`src/rtl/oee_pkg.sv`:
```
// Purpose: Constants and carriers of the OAM endpoint engine
// Assumes: One core clock, registers reached over a plain strobe port
// Notes:   Register offsets are word indexes on the local port
package oee_pkg;

  // --------------------
  // Register offsets
  // --------------------
  localparam logic [7:0] OEE_REG_CTRL      = 8'h00;
  localparam logic [7:0] OEE_REG_GEN_CNT   = 8'h01;
  localparam logic [7:0] OEE_REG_GEN_MISC  = 8'h02;
  localparam logic [7:0] OEE_REG_QUEUES    = 8'h03;
  localparam logic [7:0] OEE_REG_SEQ_CFG   = 8'h04;
  localparam logic [7:0] OEE_REG_STICKY    = 8'h05;
  localparam logic [7:0] OEE_REG_GEN_STKY  = 8'h06;
  localparam logic [7:0] OEE_REG_DMTX_CNT  = 8'h07;
  localparam logic [7:0] OEE_REG_DMRX_CNT  = 8'h08;
  localparam logic [7:0] OEE_REG_OAMTX_CNT = 8'h09;
  localparam logic [7:0] OEE_REG_OAMRX_CNT = 8'h0a;
  localparam logic [7:0] OEE_REG_DATTX_CNT = 8'h0b;
  localparam logic [7:0] OEE_REG_DATRX_CNT = 8'h0c;
  localparam logic [7:0] OEE_REG_SEQ_TX    = 8'h0d;
  localparam logic [7:0] OEE_REG_SEQ_RX    = 8'h0e;
  localparam logic [7:0] OEE_REG_SEQ_ERR   = 8'h0f;

  // --------------------
  // Control register fields
  // --------------------
  localparam int OEE_CTRL_EXT_STAMP   = 0;
  localparam int OEE_CTRL_DM_HW_EN    = 1;
  localparam int OEE_CTRL_DM_OAM_CNT  = 2;
  localparam int OEE_CTRL_DM_DAT_CNT  = 3;
  localparam int OEE_CTRL_DM_CPU      = 4;
  localparam int OEE_CTRL_UNK_OAM_CNT = 5;
  localparam int OEE_CTRL_UNK_DAT_CNT = 6;
  localparam int OEE_CTRL_UNK_CPU     = 7;
  localparam int OEE_CTRL_LTM_CPU     = 8;
  localparam int OEE_CTRL_LTR_CPU     = 9;
  localparam int OEE_CTRL_LTM_OAM_CNT = 10;
  localparam int OEE_CTRL_LTR_OAM_CNT = 11;
  localparam int OEE_CTRL_LTM_DAT_CNT = 12;
  localparam int OEE_CTRL_LTR_DAT_CNT = 13;
  localparam int OEE_CTRL_WIDTH       = 14;

  // Sticky register fields
  localparam int OEE_STK_DM    = 0;
  localparam int OEE_STK_UNK   = 1;
  localparam int OEE_STK_LTM   = 2;
  localparam int OEE_STK_LTR   = 3;
  localparam int OEE_STK_SEQ   = 4;
  localparam int OEE_STK_SEQER = 5;
  localparam int OEE_STK_WIDTH = 6;

  // Sequence config fields
  localparam int OEE_SEQ_OFS_LSB = 0;
  localparam int OEE_SEQ_INIT    = 16;
  localparam int OEE_SEQ_RESP    = 17;
  localparam int OEE_SEQ_UPD_CHK = 18;
  localparam int OEE_SEQ_LOOP    = 19;
  localparam int OEE_SEQ_CPU     = 20;
  localparam int OEE_SEQ_ERR_CPU = 21;

  // Widths and reset values
  localparam int          OEE_GEN_W    = 8;
  localparam int          OEE_QU_W     = 4;
  localparam int          OEE_CNT_W    = 32;
  localparam logic [31:0] OEE_RST_WORD = 32'h0000_0000;

  // Frame protocol constants
  localparam logic [15:0] OEE_SEQ_ETYPE = 16'h8880;
  localparam logic [15:0] OEE_SEQ_PROTO = 16'h0008;

  // --------------------
  // Types
  // --------------------
  typedef enum logic [3:0] {
    OEE_PDU_DATA    = 4'h1,
    OEE_PDU_ONEWAY  = 4'h2,
    OEE_PDU_GENERIC = 4'h4,
    OEE_PDU_SEQ     = 4'h8
  } oee_pdu_type;

  // Lookup request from the pipeline
  typedef struct packed {
    logic        valid;
    logic        is_rx;
    oee_pdu_type pdu;
    logic        unknown_op;
    logic        is_ltm;
    logic        is_ltr;
    logic [2:0]  gen_idx;
    logic        level_eq;
    logic        level_ok;
    logic        dmac_ok;
    logic        is_udp;
    logic [63:0] stamp;
    logic [31:0] seq_in;
  } oee_req_type;

  // Lookup result to the modification points
  typedef struct packed {
    logic                 valid;
    logic                 discard;
    logic                 cpu_copy;
    logic [OEE_QU_W-1:0]  cpu_queue;
    logic                 wr_tx_stamp;
    logic                 wr_rx_stamp;
    logic [63:0]          stamp;
    logic                 seq_kind_msg;
    logic                 seq_kind_rsp;
    logic                 wr_seq;
    logic [31:0]          seq_no;
    logic                 set_fwd_err;
    logic                 wr_chk_comp;
    logic [15:0]          chk_comp;
    logic [15:0]          seq_offset;
    logic                 loop_back;
  } oee_res_type;

endpackage

```
`src/rtl/oee_engine.sv`:
```
// Purpose: OAM endpoint engine lookup
// Assumes: One lookup per cycle, inputs synchronous
// Notes:   Result is registered one cycle after the request
//
// Contract
// External stamping leaves stamp fields untouched
// Delay processing off: statistics only
// Delay frames counted per OAM/data enables
// Transmit: stamp forward field, bump request count
// Receive: flag, stamp, bump reply count
// Copy received delay frames when enabled
// Generic/unknown never modified, transmit inert
// Generic counted by masks, unknown by enables
// Same-level frames blocked unless pass mask
// Receive sets generic or unknown flag
// Generic/unknown CPU copy with queue choice
// Trace frames: level and address check
// Trace frames copied per type, trace queue
// Trace flags and per-type counters
// Sequence frames: 8880/0008 or UDP
// Classifier tags sequence frames beforehand
// No sequencing with test or loopback
// Sequencing same for all endpoint kinds
// Initiator and responder never both
// Message/response kind from role and direction
// No checksum check, keep UDP sum correct
// Responder marks out-of-sequence, loops/copies
// Sequence field: 32/1/15/16 bit layout
// Field position is 16-bit payload offset
// Compare with previous plus one, store
// Counters wrap; writes load value
module oee_engine
  import oee_pkg::*;
#(
  parameter int CNT_W = OEE_CNT_W
) (
  input  wire logic        i_clk,
  input  wire logic        i_rst,
  input  wire logic [7:0]  i_addr,
  input  wire logic [31:0] i_wdata,
  input  wire logic        i_wr,
  input  wire logic        i_rd,
  output logic [31:0]      o_rdata,
  input  wire oee_req_type i_req,
  output oee_res_type      o_res
);

  // --------------------
  // Configuration registers
  // --------------------
  logic [OEE_CTRL_WIDTH-1:0] ctrl_q;
  logic [OEE_GEN_W-1:0]      gen_oam_mask_q;
  logic [OEE_GEN_W-1:0]      gen_dat_mask_q;
  logic [OEE_GEN_W-1:0]      gen_pass_mask_q;
  logic [OEE_GEN_W-1:0]      gen_cpu_mask_q;
  logic [OEE_QU_W-1:0]       gen_qu_q;
  logic [OEE_QU_W-1:0]       def_qu_q;
  logic [OEE_QU_W-1:0]       lt_qu_q;
  logic [OEE_QU_W-1:0]       seq_qu_q;
  logic [21:0]               seq_cfg_q;

  // Software writes to configuration
  always_ff @(posedge i_clk or posedge i_rst) begin
    if (i_rst) begin
      ctrl_q          <= '0;
      gen_oam_mask_q  <= '0;
      gen_dat_mask_q  <= '0;
      gen_pass_mask_q <= '0;
      gen_cpu_mask_q  <= '0;
      gen_qu_q        <= '0;
      def_qu_q        <= '0;
      lt_qu_q         <= '0;
      seq_qu_q        <= '0;
      seq_cfg_q       <= '0;
    end else if (i_wr) begin
      case (i_addr)
        OEE_REG_CTRL:     ctrl_q <= i_wdata[OEE_CTRL_WIDTH-1:0];
        OEE_REG_GEN_CNT: begin
          gen_oam_mask_q <= i_wdata[7:0];
          gen_dat_mask_q <= i_wdata[15:8];
        end
        OEE_REG_GEN_MISC: begin
          gen_pass_mask_q <= i_wdata[7:0];
          gen_cpu_mask_q  <= i_wdata[15:8];
        end
        OEE_REG_QUEUES: begin
          gen_qu_q <= i_wdata[3:0];
          def_qu_q <= i_wdata[7:4];
          lt_qu_q  <= i_wdata[11:8];
          seq_qu_q <= i_wdata[15:12];
        end
        OEE_REG_SEQ_CFG:  seq_cfg_q <= i_wdata[21:0];
        default: ;
      endcase
    end
  end

  // --------------------
  // Lookup decode
  // --------------------
  logic       ext_stamp;
  logic       is_dm;
  logic       is_gen;
  logic       is_lt;
  logic       is_unk;
  logic       seq_init;
  logic       seq_resp;
  logic       seq_on;
  logic       is_seq;
  logic       seq_msg;
  logic       seq_rsp;
  logic       blocked;
  logic       oam_cnt;
  logic       dat_cnt;
  logic [31:0] seq_tx_q;
  logic [31:0] seq_rx_q;
  logic       seq_mismatch;

  assign ext_stamp = ctrl_q[OEE_CTRL_EXT_STAMP];
  assign is_dm     = i_req.valid && i_req.pdu == OEE_PDU_ONEWAY && i_req.level_ok && i_req.dmac_ok;
  // Trace frames: generic path, level and address check only
  assign is_lt     = i_req.valid && i_req.pdu == OEE_PDU_GENERIC && (i_req.is_ltm || i_req.is_ltr)
                     && i_req.level_ok && i_req.dmac_ok;
  assign is_gen    = i_req.valid && i_req.pdu == OEE_PDU_GENERIC && !i_req.unknown_op && !is_lt;
  assign is_unk    = i_req.valid && i_req.pdu == OEE_PDU_GENERIC && i_req.unknown_op;
  // Initiator wins if software breaks the exclusive-role contract
  assign seq_init  = seq_cfg_q[OEE_SEQ_INIT];
  assign seq_resp  = seq_cfg_q[OEE_SEQ_RESP] && !seq_init;
  assign seq_on    = seq_init || seq_resp;
  // Classifier tag, address match and an enabled role select the frame; same for every endpoint kind
  assign is_seq    = i_req.valid && i_req.pdu == OEE_PDU_SEQ && i_req.dmac_ok && seq_on;
  assign seq_msg   = is_seq && ((seq_init && !i_req.is_rx) || (seq_resp && i_req.is_rx));
  assign seq_rsp   = is_seq && ((seq_resp && !i_req.is_rx) || (seq_init && i_req.is_rx));
  assign seq_mismatch = i_req.seq_in != seq_rx_q + 32'h0000_0001;
  // Same-level generic frames pass only where the pass mask says so
  assign blocked   = i_req.valid && i_req.pdu != OEE_PDU_SEQ && i_req.pdu != OEE_PDU_DATA && i_req.level_eq
                     && !(is_gen && gen_pass_mask_q[i_req.gen_idx]);

  // Count qualifiers
  always_comb begin
    oam_cnt = 1'b0;
    dat_cnt = 1'b0;
    if (is_dm) begin
      oam_cnt = ctrl_q[OEE_CTRL_DM_OAM_CNT];
      dat_cnt = ctrl_q[OEE_CTRL_DM_DAT_CNT];
    end else if (is_lt) begin
      oam_cnt = i_req.is_ltm ? ctrl_q[OEE_CTRL_LTM_OAM_CNT] : ctrl_q[OEE_CTRL_LTR_OAM_CNT];
      dat_cnt = i_req.is_ltm ? ctrl_q[OEE_CTRL_LTM_DAT_CNT] : ctrl_q[OEE_CTRL_LTR_DAT_CNT];
    end else if (is_gen) begin
      oam_cnt = gen_oam_mask_q[i_req.gen_idx];
      dat_cnt = gen_dat_mask_q[i_req.gen_idx];
    end else if (is_unk) begin
      oam_cnt = ctrl_q[OEE_CTRL_UNK_OAM_CNT];
      dat_cnt = ctrl_q[OEE_CTRL_UNK_DAT_CNT];
    end
  end

  // --------------------
  // Sticky flags: hardware set beats software clear
  // --------------------
  logic [OEE_STK_WIDTH-1:0] stk_q;
  logic [OEE_GEN_W-1:0]     gen_stk_q;
  logic [OEE_STK_WIDTH-1:0] stk_set;
  logic [OEE_GEN_W-1:0]     gen_set;

  always_comb begin
    stk_set = '0;
    gen_set = '0;
    if (i_req.is_rx) begin
      stk_set[OEE_STK_DM]    = is_dm;
      stk_set[OEE_STK_UNK]   = is_unk;
      stk_set[OEE_STK_LTM]   = is_lt && i_req.is_ltm;
      stk_set[OEE_STK_LTR]   = is_lt && i_req.is_ltr;
      stk_set[OEE_STK_SEQ]   = is_seq;
      stk_set[OEE_STK_SEQER] = is_seq && seq_mismatch;
      if (is_gen)
        gen_set[i_req.gen_idx] = 1'b1;
    end
  end

  // Write one to clear
  always_ff @(posedge i_clk or posedge i_rst) begin
    if (i_rst) begin
      stk_q     <= '0;
      gen_stk_q <= '0;
    end else begin
      stk_q     <= (stk_q & ~((i_wr && i_addr == OEE_REG_STICKY) ? i_wdata[OEE_STK_WIDTH-1:0] : '0)) | stk_set;
      gen_stk_q <= (gen_stk_q & ~((i_wr && i_addr == OEE_REG_GEN_STKY) ? i_wdata[7:0] : '0)) | gen_set;
    end
  end

  // --------------------
  // Counters: wrap on overflow, software write loads
  // --------------------
  logic [CNT_W-1:0] dmtx_q;
  logic [CNT_W-1:0] dmrx_q;
  logic [CNT_W-1:0] oamtx_q;
  logic [CNT_W-1:0] oamrx_q;
  logic [CNT_W-1:0] dattx_q;
  logic [CNT_W-1:0] datrx_q;
  logic [CNT_W-1:0] seqerr_q;

  always_ff @(posedge i_clk or posedge i_rst) begin
    if (i_rst) begin
      dmtx_q   <= '0;
      dmrx_q   <= '0;
      oamtx_q  <= '0;
      oamrx_q  <= '0;
      dattx_q  <= '0;
      datrx_q  <= '0;
      seqerr_q <= '0;
    end else begin
      if (i_wr && i_addr == OEE_REG_DMTX_CNT) dmtx_q <= i_wdata[CNT_W-1:0];
      else if (is_dm && !i_req.is_rx) dmtx_q <= dmtx_q + 1'b1;
      if (i_wr && i_addr == OEE_REG_DMRX_CNT) dmrx_q <= i_wdata[CNT_W-1:0];
      else if (is_dm && i_req.is_rx) dmrx_q <= dmrx_q + 1'b1;
      if (i_wr && i_addr == OEE_REG_OAMTX_CNT) oamtx_q <= i_wdata[CNT_W-1:0];
      else if (oam_cnt && !i_req.is_rx) oamtx_q <= oamtx_q + 1'b1;
      if (i_wr && i_addr == OEE_REG_OAMRX_CNT) oamrx_q <= i_wdata[CNT_W-1:0];
      else if (oam_cnt && i_req.is_rx) oamrx_q <= oamrx_q + 1'b1;
      if (i_wr && i_addr == OEE_REG_DATTX_CNT) dattx_q <= i_wdata[CNT_W-1:0];
      else if (dat_cnt && !i_req.is_rx) dattx_q <= dattx_q + 1'b1;
      if (i_wr && i_addr == OEE_REG_DATRX_CNT) datrx_q <= i_wdata[CNT_W-1:0];
      else if (dat_cnt && i_req.is_rx) datrx_q <= datrx_q + 1'b1;
      if (i_wr && i_addr == OEE_REG_SEQ_ERR) seqerr_q <= i_wdata[CNT_W-1:0];
      else if (is_seq && i_req.is_rx && seq_mismatch) seqerr_q <= seqerr_q + 1'b1;
    end
  end

  // Sequence reference numbers
  always_ff @(posedge i_clk or posedge i_rst) begin
    if (i_rst) begin
      seq_tx_q <= OEE_RST_WORD;
      seq_rx_q <= OEE_RST_WORD;
    end else begin
      if (i_wr && i_addr == OEE_REG_SEQ_TX) seq_tx_q <= i_wdata;
      else if (seq_msg && !i_req.is_rx) seq_tx_q <= seq_tx_q + 32'h0000_0001;
      if (i_wr && i_addr == OEE_REG_SEQ_RX) seq_rx_q <= i_wdata;
      else if (is_seq && i_req.is_rx) seq_rx_q <= i_req.seq_in;
    end
  end

  // --------------------
  // Lookup result
  // --------------------
  oee_res_type res_d;
  logic [15:0] comp_tx;

  // Compensation cancels inserted words in the ones-complement sum
  function automatic logic [15:0] oee_comp(input logic [31:0] val, input logic flag);
    logic [17:0] s;
    s = {2'b00, val[31:16]} + {2'b00, val[15:0]} + {2'b00, flag, 15'h0000};
    s = {2'b00, s[15:0]} + {16'h0000, s[17:16]};
    return ~s[15:0];
  endfunction

  assign comp_tx = oee_comp(seq_tx_q, 1'b0);

  always_comb begin
    res_d              = '0;
    res_d.valid        = i_req.valid;
    res_d.stamp        = i_req.stamp;
    res_d.discard      = blocked;
    res_d.seq_offset   = seq_cfg_q[15:0];
    res_d.seq_kind_msg = seq_msg;
    res_d.seq_kind_rsp = seq_rsp;
    // Disabled or external stamping leaves the frame alone
    if (is_dm && ctrl_q[OEE_CTRL_DM_HW_EN] && !ext_stamp) begin
      res_d.wr_tx_stamp = !i_req.is_rx;
      res_d.wr_rx_stamp = i_req.is_rx;
    end
    if (is_dm && i_req.is_rx && ctrl_q[OEE_CTRL_DM_CPU]) begin
      res_d.cpu_copy  = 1'b1;
      res_d.cpu_queue = def_qu_q;
    end
    // Generic and unknown: copy only, never modified, nothing on transmit
    if (i_req.is_rx && is_gen && gen_cpu_mask_q[i_req.gen_idx]) begin
      res_d.cpu_copy  = 1'b1;
      res_d.cpu_queue = gen_qu_q;
    end
    if (i_req.is_rx && is_unk && ctrl_q[OEE_CTRL_UNK_CPU]) begin
      res_d.cpu_copy  = 1'b1;
      res_d.cpu_queue = def_qu_q;
    end
    if (i_req.is_rx && is_lt && ((i_req.is_ltm && ctrl_q[OEE_CTRL_LTM_CPU])
        || (i_req.is_ltr && ctrl_q[OEE_CTRL_LTR_CPU]))) begin
      res_d.cpu_copy  = 1'b1;
      res_d.cpu_queue = lt_qu_q;
    end
    // Initiator stamps the sequence number; field layout 32/1/15/16
    if (seq_msg && !i_req.is_rx) begin
      res_d.wr_seq      = 1'b1;
      res_d.seq_no      = seq_tx_q;
      res_d.wr_chk_comp = seq_cfg_q[OEE_SEQ_UPD_CHK] && i_req.is_udp;
      res_d.chk_comp    = comp_tx;
    end
    // Responder marks the error and may loop and copy
    if (seq_msg && i_req.is_rx) begin
      res_d.set_fwd_err = seq_mismatch;
      res_d.wr_chk_comp = seq_mismatch && seq_cfg_q[OEE_SEQ_UPD_CHK] && i_req.is_udp;
      res_d.chk_comp    = oee_comp(i_req.seq_in, 1'b1);
      res_d.loop_back   = seq_cfg_q[OEE_SEQ_LOOP];
      res_d.cpu_copy    = seq_cfg_q[OEE_SEQ_CPU] || (seq_mismatch && seq_cfg_q[OEE_SEQ_ERR_CPU]);
      res_d.cpu_queue   = seq_qu_q;
    end
    if (seq_rsp && i_req.is_rx) begin
      res_d.cpu_copy  = seq_cfg_q[OEE_SEQ_CPU] || (seq_mismatch && seq_cfg_q[OEE_SEQ_ERR_CPU]);
      res_d.cpu_queue = seq_qu_q;
    end
  end

  // Registered result toward the modification points
  always_ff @(posedge i_clk or posedge i_rst) begin
    if (i_rst) o_res <= '0;
    else       o_res <= res_d;
  end

  // --------------------
  // Read port
  // --------------------
  always_ff @(posedge i_clk or posedge i_rst) begin
    if (i_rst) begin
      o_rdata <= OEE_RST_WORD;
    end else if (i_rd) begin
      case (i_addr)
        OEE_REG_CTRL:      o_rdata <= 32'(ctrl_q);
        OEE_REG_GEN_CNT:   o_rdata <= {16'h0000, gen_dat_mask_q, gen_oam_mask_q};
        OEE_REG_GEN_MISC:  o_rdata <= {16'h0000, gen_cpu_mask_q, gen_pass_mask_q};
        OEE_REG_QUEUES:    o_rdata <= {16'h0000, seq_qu_q, lt_qu_q, def_qu_q, gen_qu_q};
        OEE_REG_SEQ_CFG:   o_rdata <= {10'h000, seq_cfg_q};
        OEE_REG_STICKY:    o_rdata <= 32'(stk_q);
        OEE_REG_GEN_STKY:  o_rdata <= 32'(gen_stk_q);
        OEE_REG_DMTX_CNT:  o_rdata <= 32'(dmtx_q);
        OEE_REG_DMRX_CNT:  o_rdata <= 32'(dmrx_q);
        OEE_REG_OAMTX_CNT: o_rdata <= 32'(oamtx_q);
        OEE_REG_OAMRX_CNT: o_rdata <= 32'(oamrx_q);
        OEE_REG_DATTX_CNT: o_rdata <= 32'(dattx_q);
        OEE_REG_DATRX_CNT: o_rdata <= 32'(datrx_q);
        OEE_REG_SEQ_TX:    o_rdata <= seq_tx_q;
        OEE_REG_SEQ_RX:    o_rdata <= seq_rx_q;
        OEE_REG_SEQ_ERR:   o_rdata <= 32'(seqerr_q);
        default:           o_rdata <= OEE_RST_WORD;
      endcase
    end else begin
      o_rdata <= OEE_RST_WORD;
    end
  end

endmodule

```
`config.mk`:
```
export PLATFORM = sky130hd
export DESIGN_NAME = oee_engine
export DESIGN_NICKNAME = d
export VERILOG_FILES = /design/src/rtl/oee_pkg.sv /design/src/rtl/oee_engine.sv
export SDC_FILE = /design/constraint.sdc
export NUM_CORES = 2
export LEC_CHECK = 0
export BUFFER_PORTS_ARGS = -buffer_cell sky130_fd_sc_hd__buf_2
export CORE_UTILIZATION = 30
export DETAILED_ROUTE_END_ITERATION = 8
export SLEW_MARGIN = 20
export SYNTH_ARGS = -nofsm -noshare
export SYNTH_HDL_FRONTEND = slang
export SYNTH_SLANG_ARGS = --single-unit
```
`constraint.sdc`:
```
create_clock -name i_clk -period 21.8 [get_ports i_clk]
set_input_delay 4.36 -clock i_clk [delete_from_list [all_inputs] [get_ports i_clk]]
set_output_delay 4.36 -clock i_clk [all_outputs]
set_load 0.02 [all_outputs]
```
==> summary.txt <==
Finish
  • Finished Layout Cells: 4737
  • Share of cells above drive strength 1: 17.9%
  • FILL cells: 9999
  • Final instance area: 0.0352 mm^2
  • Most frequent cells in the layout: 561 x dfrtp_1, 456 x nand2_1, 330 x buf_2
  • Footprint of the multi-input gates: 0.0152 mm^2
  • Commonest non-fill, non-tap cell in the layout: dfrtp_1
  • Nets: 3615
  • Area Growth Syn to Fin: 17.0%
  • FF+latch area: 0.0140 mm^2

Pwr
  • Sw frac: 27.6%
  • Leak: 15.4 nW
  • NetSw: 0.000702 W
  • Peak VDD IR: 0.0528 mV
  • Cell area power density: 72.2 mW/mm^2
  • Seq pwr share: 45.2%
  • Clock power share: 45.7%
  • Internal: 0.00184 W
  • Combinational share of power: 9.1%

Critical path
  • Required time worst endpoint: 22280 ps
  • Crit-path max FO: 3
  • Critical path capture point type: register
  • Worst R2R Path Depth: 12
  • CP startpoint kind: input port
  • Reg-to-reg endpoint: o_res[140]
  • Critical Path Max Stage Delay: 430 ps
  • Slowest CP cell: a311oi_1
  • CP arrival: 8970 ps
  • FF-to-FF setup slack: 17610 ps
  • Worst-path cell chain: buf_2 > ha_1 > ha_1 > fa_1 > a21o_1 > a311oi_1 > a211oi_1 > nor3_1 > o21ai_0 > a21o_1 > a21oi_1 > nor2b_1 > nor2_1 > nor2_1 > ha_1 > a21o_1 > and3_1 > nand4b_1 > nor2_1 > nand3_1 > nor4_1 > xnor2_1 > o22ai_1
  • Worst R2R Start: seq_rx_q[1]
  • Crit Path Class: in2reg

Floorplanning
  • Die span in x: 319 um
  • I/O Pins: 331
  • Row count: 115
  • Initial Utilization: 30.5%
  • Core Footprint: 0.0989 mm^2
  • DIE HEIGHT: 319 um
  • Die footprint: 0.102 mm^2

Routing
  • Drc violations: 0
  • Wire length per cell: 24.2 um
  • Drt initial violations: 2829
  • DR vias: 26000
  • Drt total wl: 115 mm
  • Antenna-violating nets left: 0
  • DRT Pass-1 Iters: 6
  • Drt via density: 5.49

Run status
  • Run status: finished, final reports clean

Yosys
  • Mapped Avg Cell Area: 9.56 um^2
  • Post-synthesis mux area share: 6.12%
  • Seq/Total Area, Yosys: 46.6%
  • Ys Warns: 0
  • Post-synth ARST share: 100%
  • Synth cell types: 73
  • Most used DFF post-synth: dfrtp_1
  • Adder-cell share of the synthesized area: 2.69%
  • Yosys reg bits: 561
  • Post-synthesis cell area: 0.0301 mm^2
  • Synth Area in XOR/XNOR: 9.28%
  • Synth Area in Compound Gates: 14.1%
  • Number of synthesized flops with an enable pin: 0
  • Largest family of logic cells by synthesized area: simple AND/OR/NAND/NOR gates
  • Mapped Nets: 3369
  • Cells after synthesis: 3150
  • Simple-gate portion of the synthesized area: 18.1%

Timing
  • Final period utilization: 38.9%
  • Hold Fails Final Rpt: 0
  • Setup_tns: 0 ps
  • Max Clock Skew: 39.4 ps
  • Worst slew pin tran: 1090 ps
  • Fmax achieved: 118 MHz
  • Fin crit period: 8490 ps
  • Max Slew Vio Count: 0
  • RSZ-0062 raised after global routing: no
  • Slew margin rel.: 26.9%
  • # setup viols final: 0

Worst hold path
  • Hold path startpoint: seq_cfg_q[12]
  • Cell count of the worst hold path: 0
  • Worst min-delay path endpoint: o_res[13]
  • Hold Path Class: reg2reg

Run
  • Max-cap viol count: 0

Place
  • Gp weighted congestion: 0.933
  • Dpl cells: 4611
  • Post-DP HPWL: 83.2 mm
  • Post-DP Area: 0.0330 mm^2
  • IO buf count: 330

Clocking
  • Clock root buffer: clkbuf_16
  • # clock sinks: 561
  • CTS Hold Buffers Added: 0
  • CTS tree: yes
  • Buffer depth of the longest clock path: 3
  • Clk pin slew, worst setup/hold paths: 60 ps
  • CTS HTree Levels: 3
  • Latest clock arrival within the worst-skew pair: 680 ps
  • Post-CTS Setup Bufs: 0
  • Post-CTS sizing: 0
  • CTS buffer count: 69

Global route
  • Global-route usage over all layers: 22.2%
  • Total grt overflow: 0
  • Global-route wire length before repair: 169 mm
  • Largest net degree at the start of global routing: 108
  • Initial antenna violation count: 12
  • Vias in the first global route: 24800
-- worst max-delay path: cells and delay by family --
family,cells,cell delay (ps)
compound gates,8,1580
xor+xnor,1,170
fa+ha+maj,4,1230
buf+inv,1,130
simple gates,9,1520
-- how the worst max path moves through the flow --
stage / start / to / slack [ps] / cells past startpoint
after CTS: i_req[17] / o_res[32] / 13320 / 23
after detailed placement: i_req[17] / o_res[32] / 12650 / 23
final: i_req[1] / o_res[32] / 13310 / 23
after global routing: i_req[17] / o_res[32] / 12740 / 23
after floorplan: i_rst / ctrl_q[0] / 1750 / 1
after global placement: i_req[17] / o_res[32] / 12630 / 23
-- layer usage --
| layer | part of all wire, % | track usage (%) | wire [um] | vias up |
|---|---|---|---|---|
| met4 | 4.4 | 9.20 | 5000 | 8 |
| met1 | 41 | 29.2 | 47100 | 12800 |
| met5 | 0.040 | 0 | 46 | - |
| met2 | 46 | 35.1 | 52100 | 1290 |
| met3 | 9.0 | 4.91 | 10300 | 253 |
| li1 | - | - | - | 11700 |
-- layout make-up --
class                   count  area share [%]
repair buffers            365            5.44
clock inverters            25           0.849
multi-input cells        2345            43.1
clock buffers              96            5.56
diodes                      4          0.0284
flip-flops and latches    561            39.8
inverters                  54           0.596
well taps                1287            4.57
-- synth_stat cells, drive strengths merged (9+ instances only) --
cell type    n  area, um^2
mux2i       58         581
nand2      458        1720
mux2       100        1130
nor2       206         776
nor3        56         280
nor4        19         170
o22ai       16         100
nor2b       11        68.8
dfrtp      561       14000
and2        63         394
a22oi       71         533
a21o        13        97.6
xnor2      167        1460
or2         10        62.6
inv         53         199
nand4       69         432
and3        54         338
a221oi      63         552
a31oi       36         225
a21oi       77         385
a22o        49         429
ha          60         751
o211ai      11        82.6
or3         10        62.6
a222oi      14         140
nand3      121         606
and4        12         105
nor3b        9        67.6
clkbuf     165         619
nand3b      13        97.6
xor2       152        1330
o21ai      267        1340
buf         25         128
-- sequential cells by signal (all words and copies together) (netlist names), 14 cells and up --
register   cells
o_res        143
o_rdata       32
datrx_q       32
dattx_q       32
seqerr_q      32
dmtx_q        32
oamrx_q       32
oamtx_q       32
dmrx_q        32
ctrl_q        14
seq_rx_q      32
seq_tx_q      32
seq_cfg_q     22
-- kinds of logic after synthesis --
| family | after synthesis |
|---|---|
| buffers and inverters | 244 |
| AOI/OAI and AO/OA | 658 |
| and+or+nand+nor | 1141 |
| DFF | 561 |
| xor gates and xnor gates | 319 |
| muxes | 164 |
| adders and majority gates | 63 |
-- per-stage QoR --
step / setup WS [ps] / power, W / util (%) / hold WS (ps)
final: 13310 / 0.00254 / 35.6 / 421
after global routing: 12740 / 0.00264 / 35.6 / 448
after CTS: 13320 / 0.00257 / 35.6 / 431
after detailed placement: 12650 / 0.00140 / 33.3 / 403
after global placement: 12630 / 0.00139 / 33.3 / 414
after floorplan: 1750 / 0.00129 / - / 369
-- power groups by stage --
stage,clock [W],sequential [W],combinational (W)
2_1_floorplan,0,0.00115,0.000140
3_3_place_gp,0,0.00117,0.000228
3_5_place_dp,0,0.00117,0.000230
4_1_cts,0.00119,0.00115,0.000231
5_1_grt,0.00123,0.00115,0.000253
6_report,0.00116,0.00115,0.000231
No activity file was read; power rests on OpenSTA's default activity.
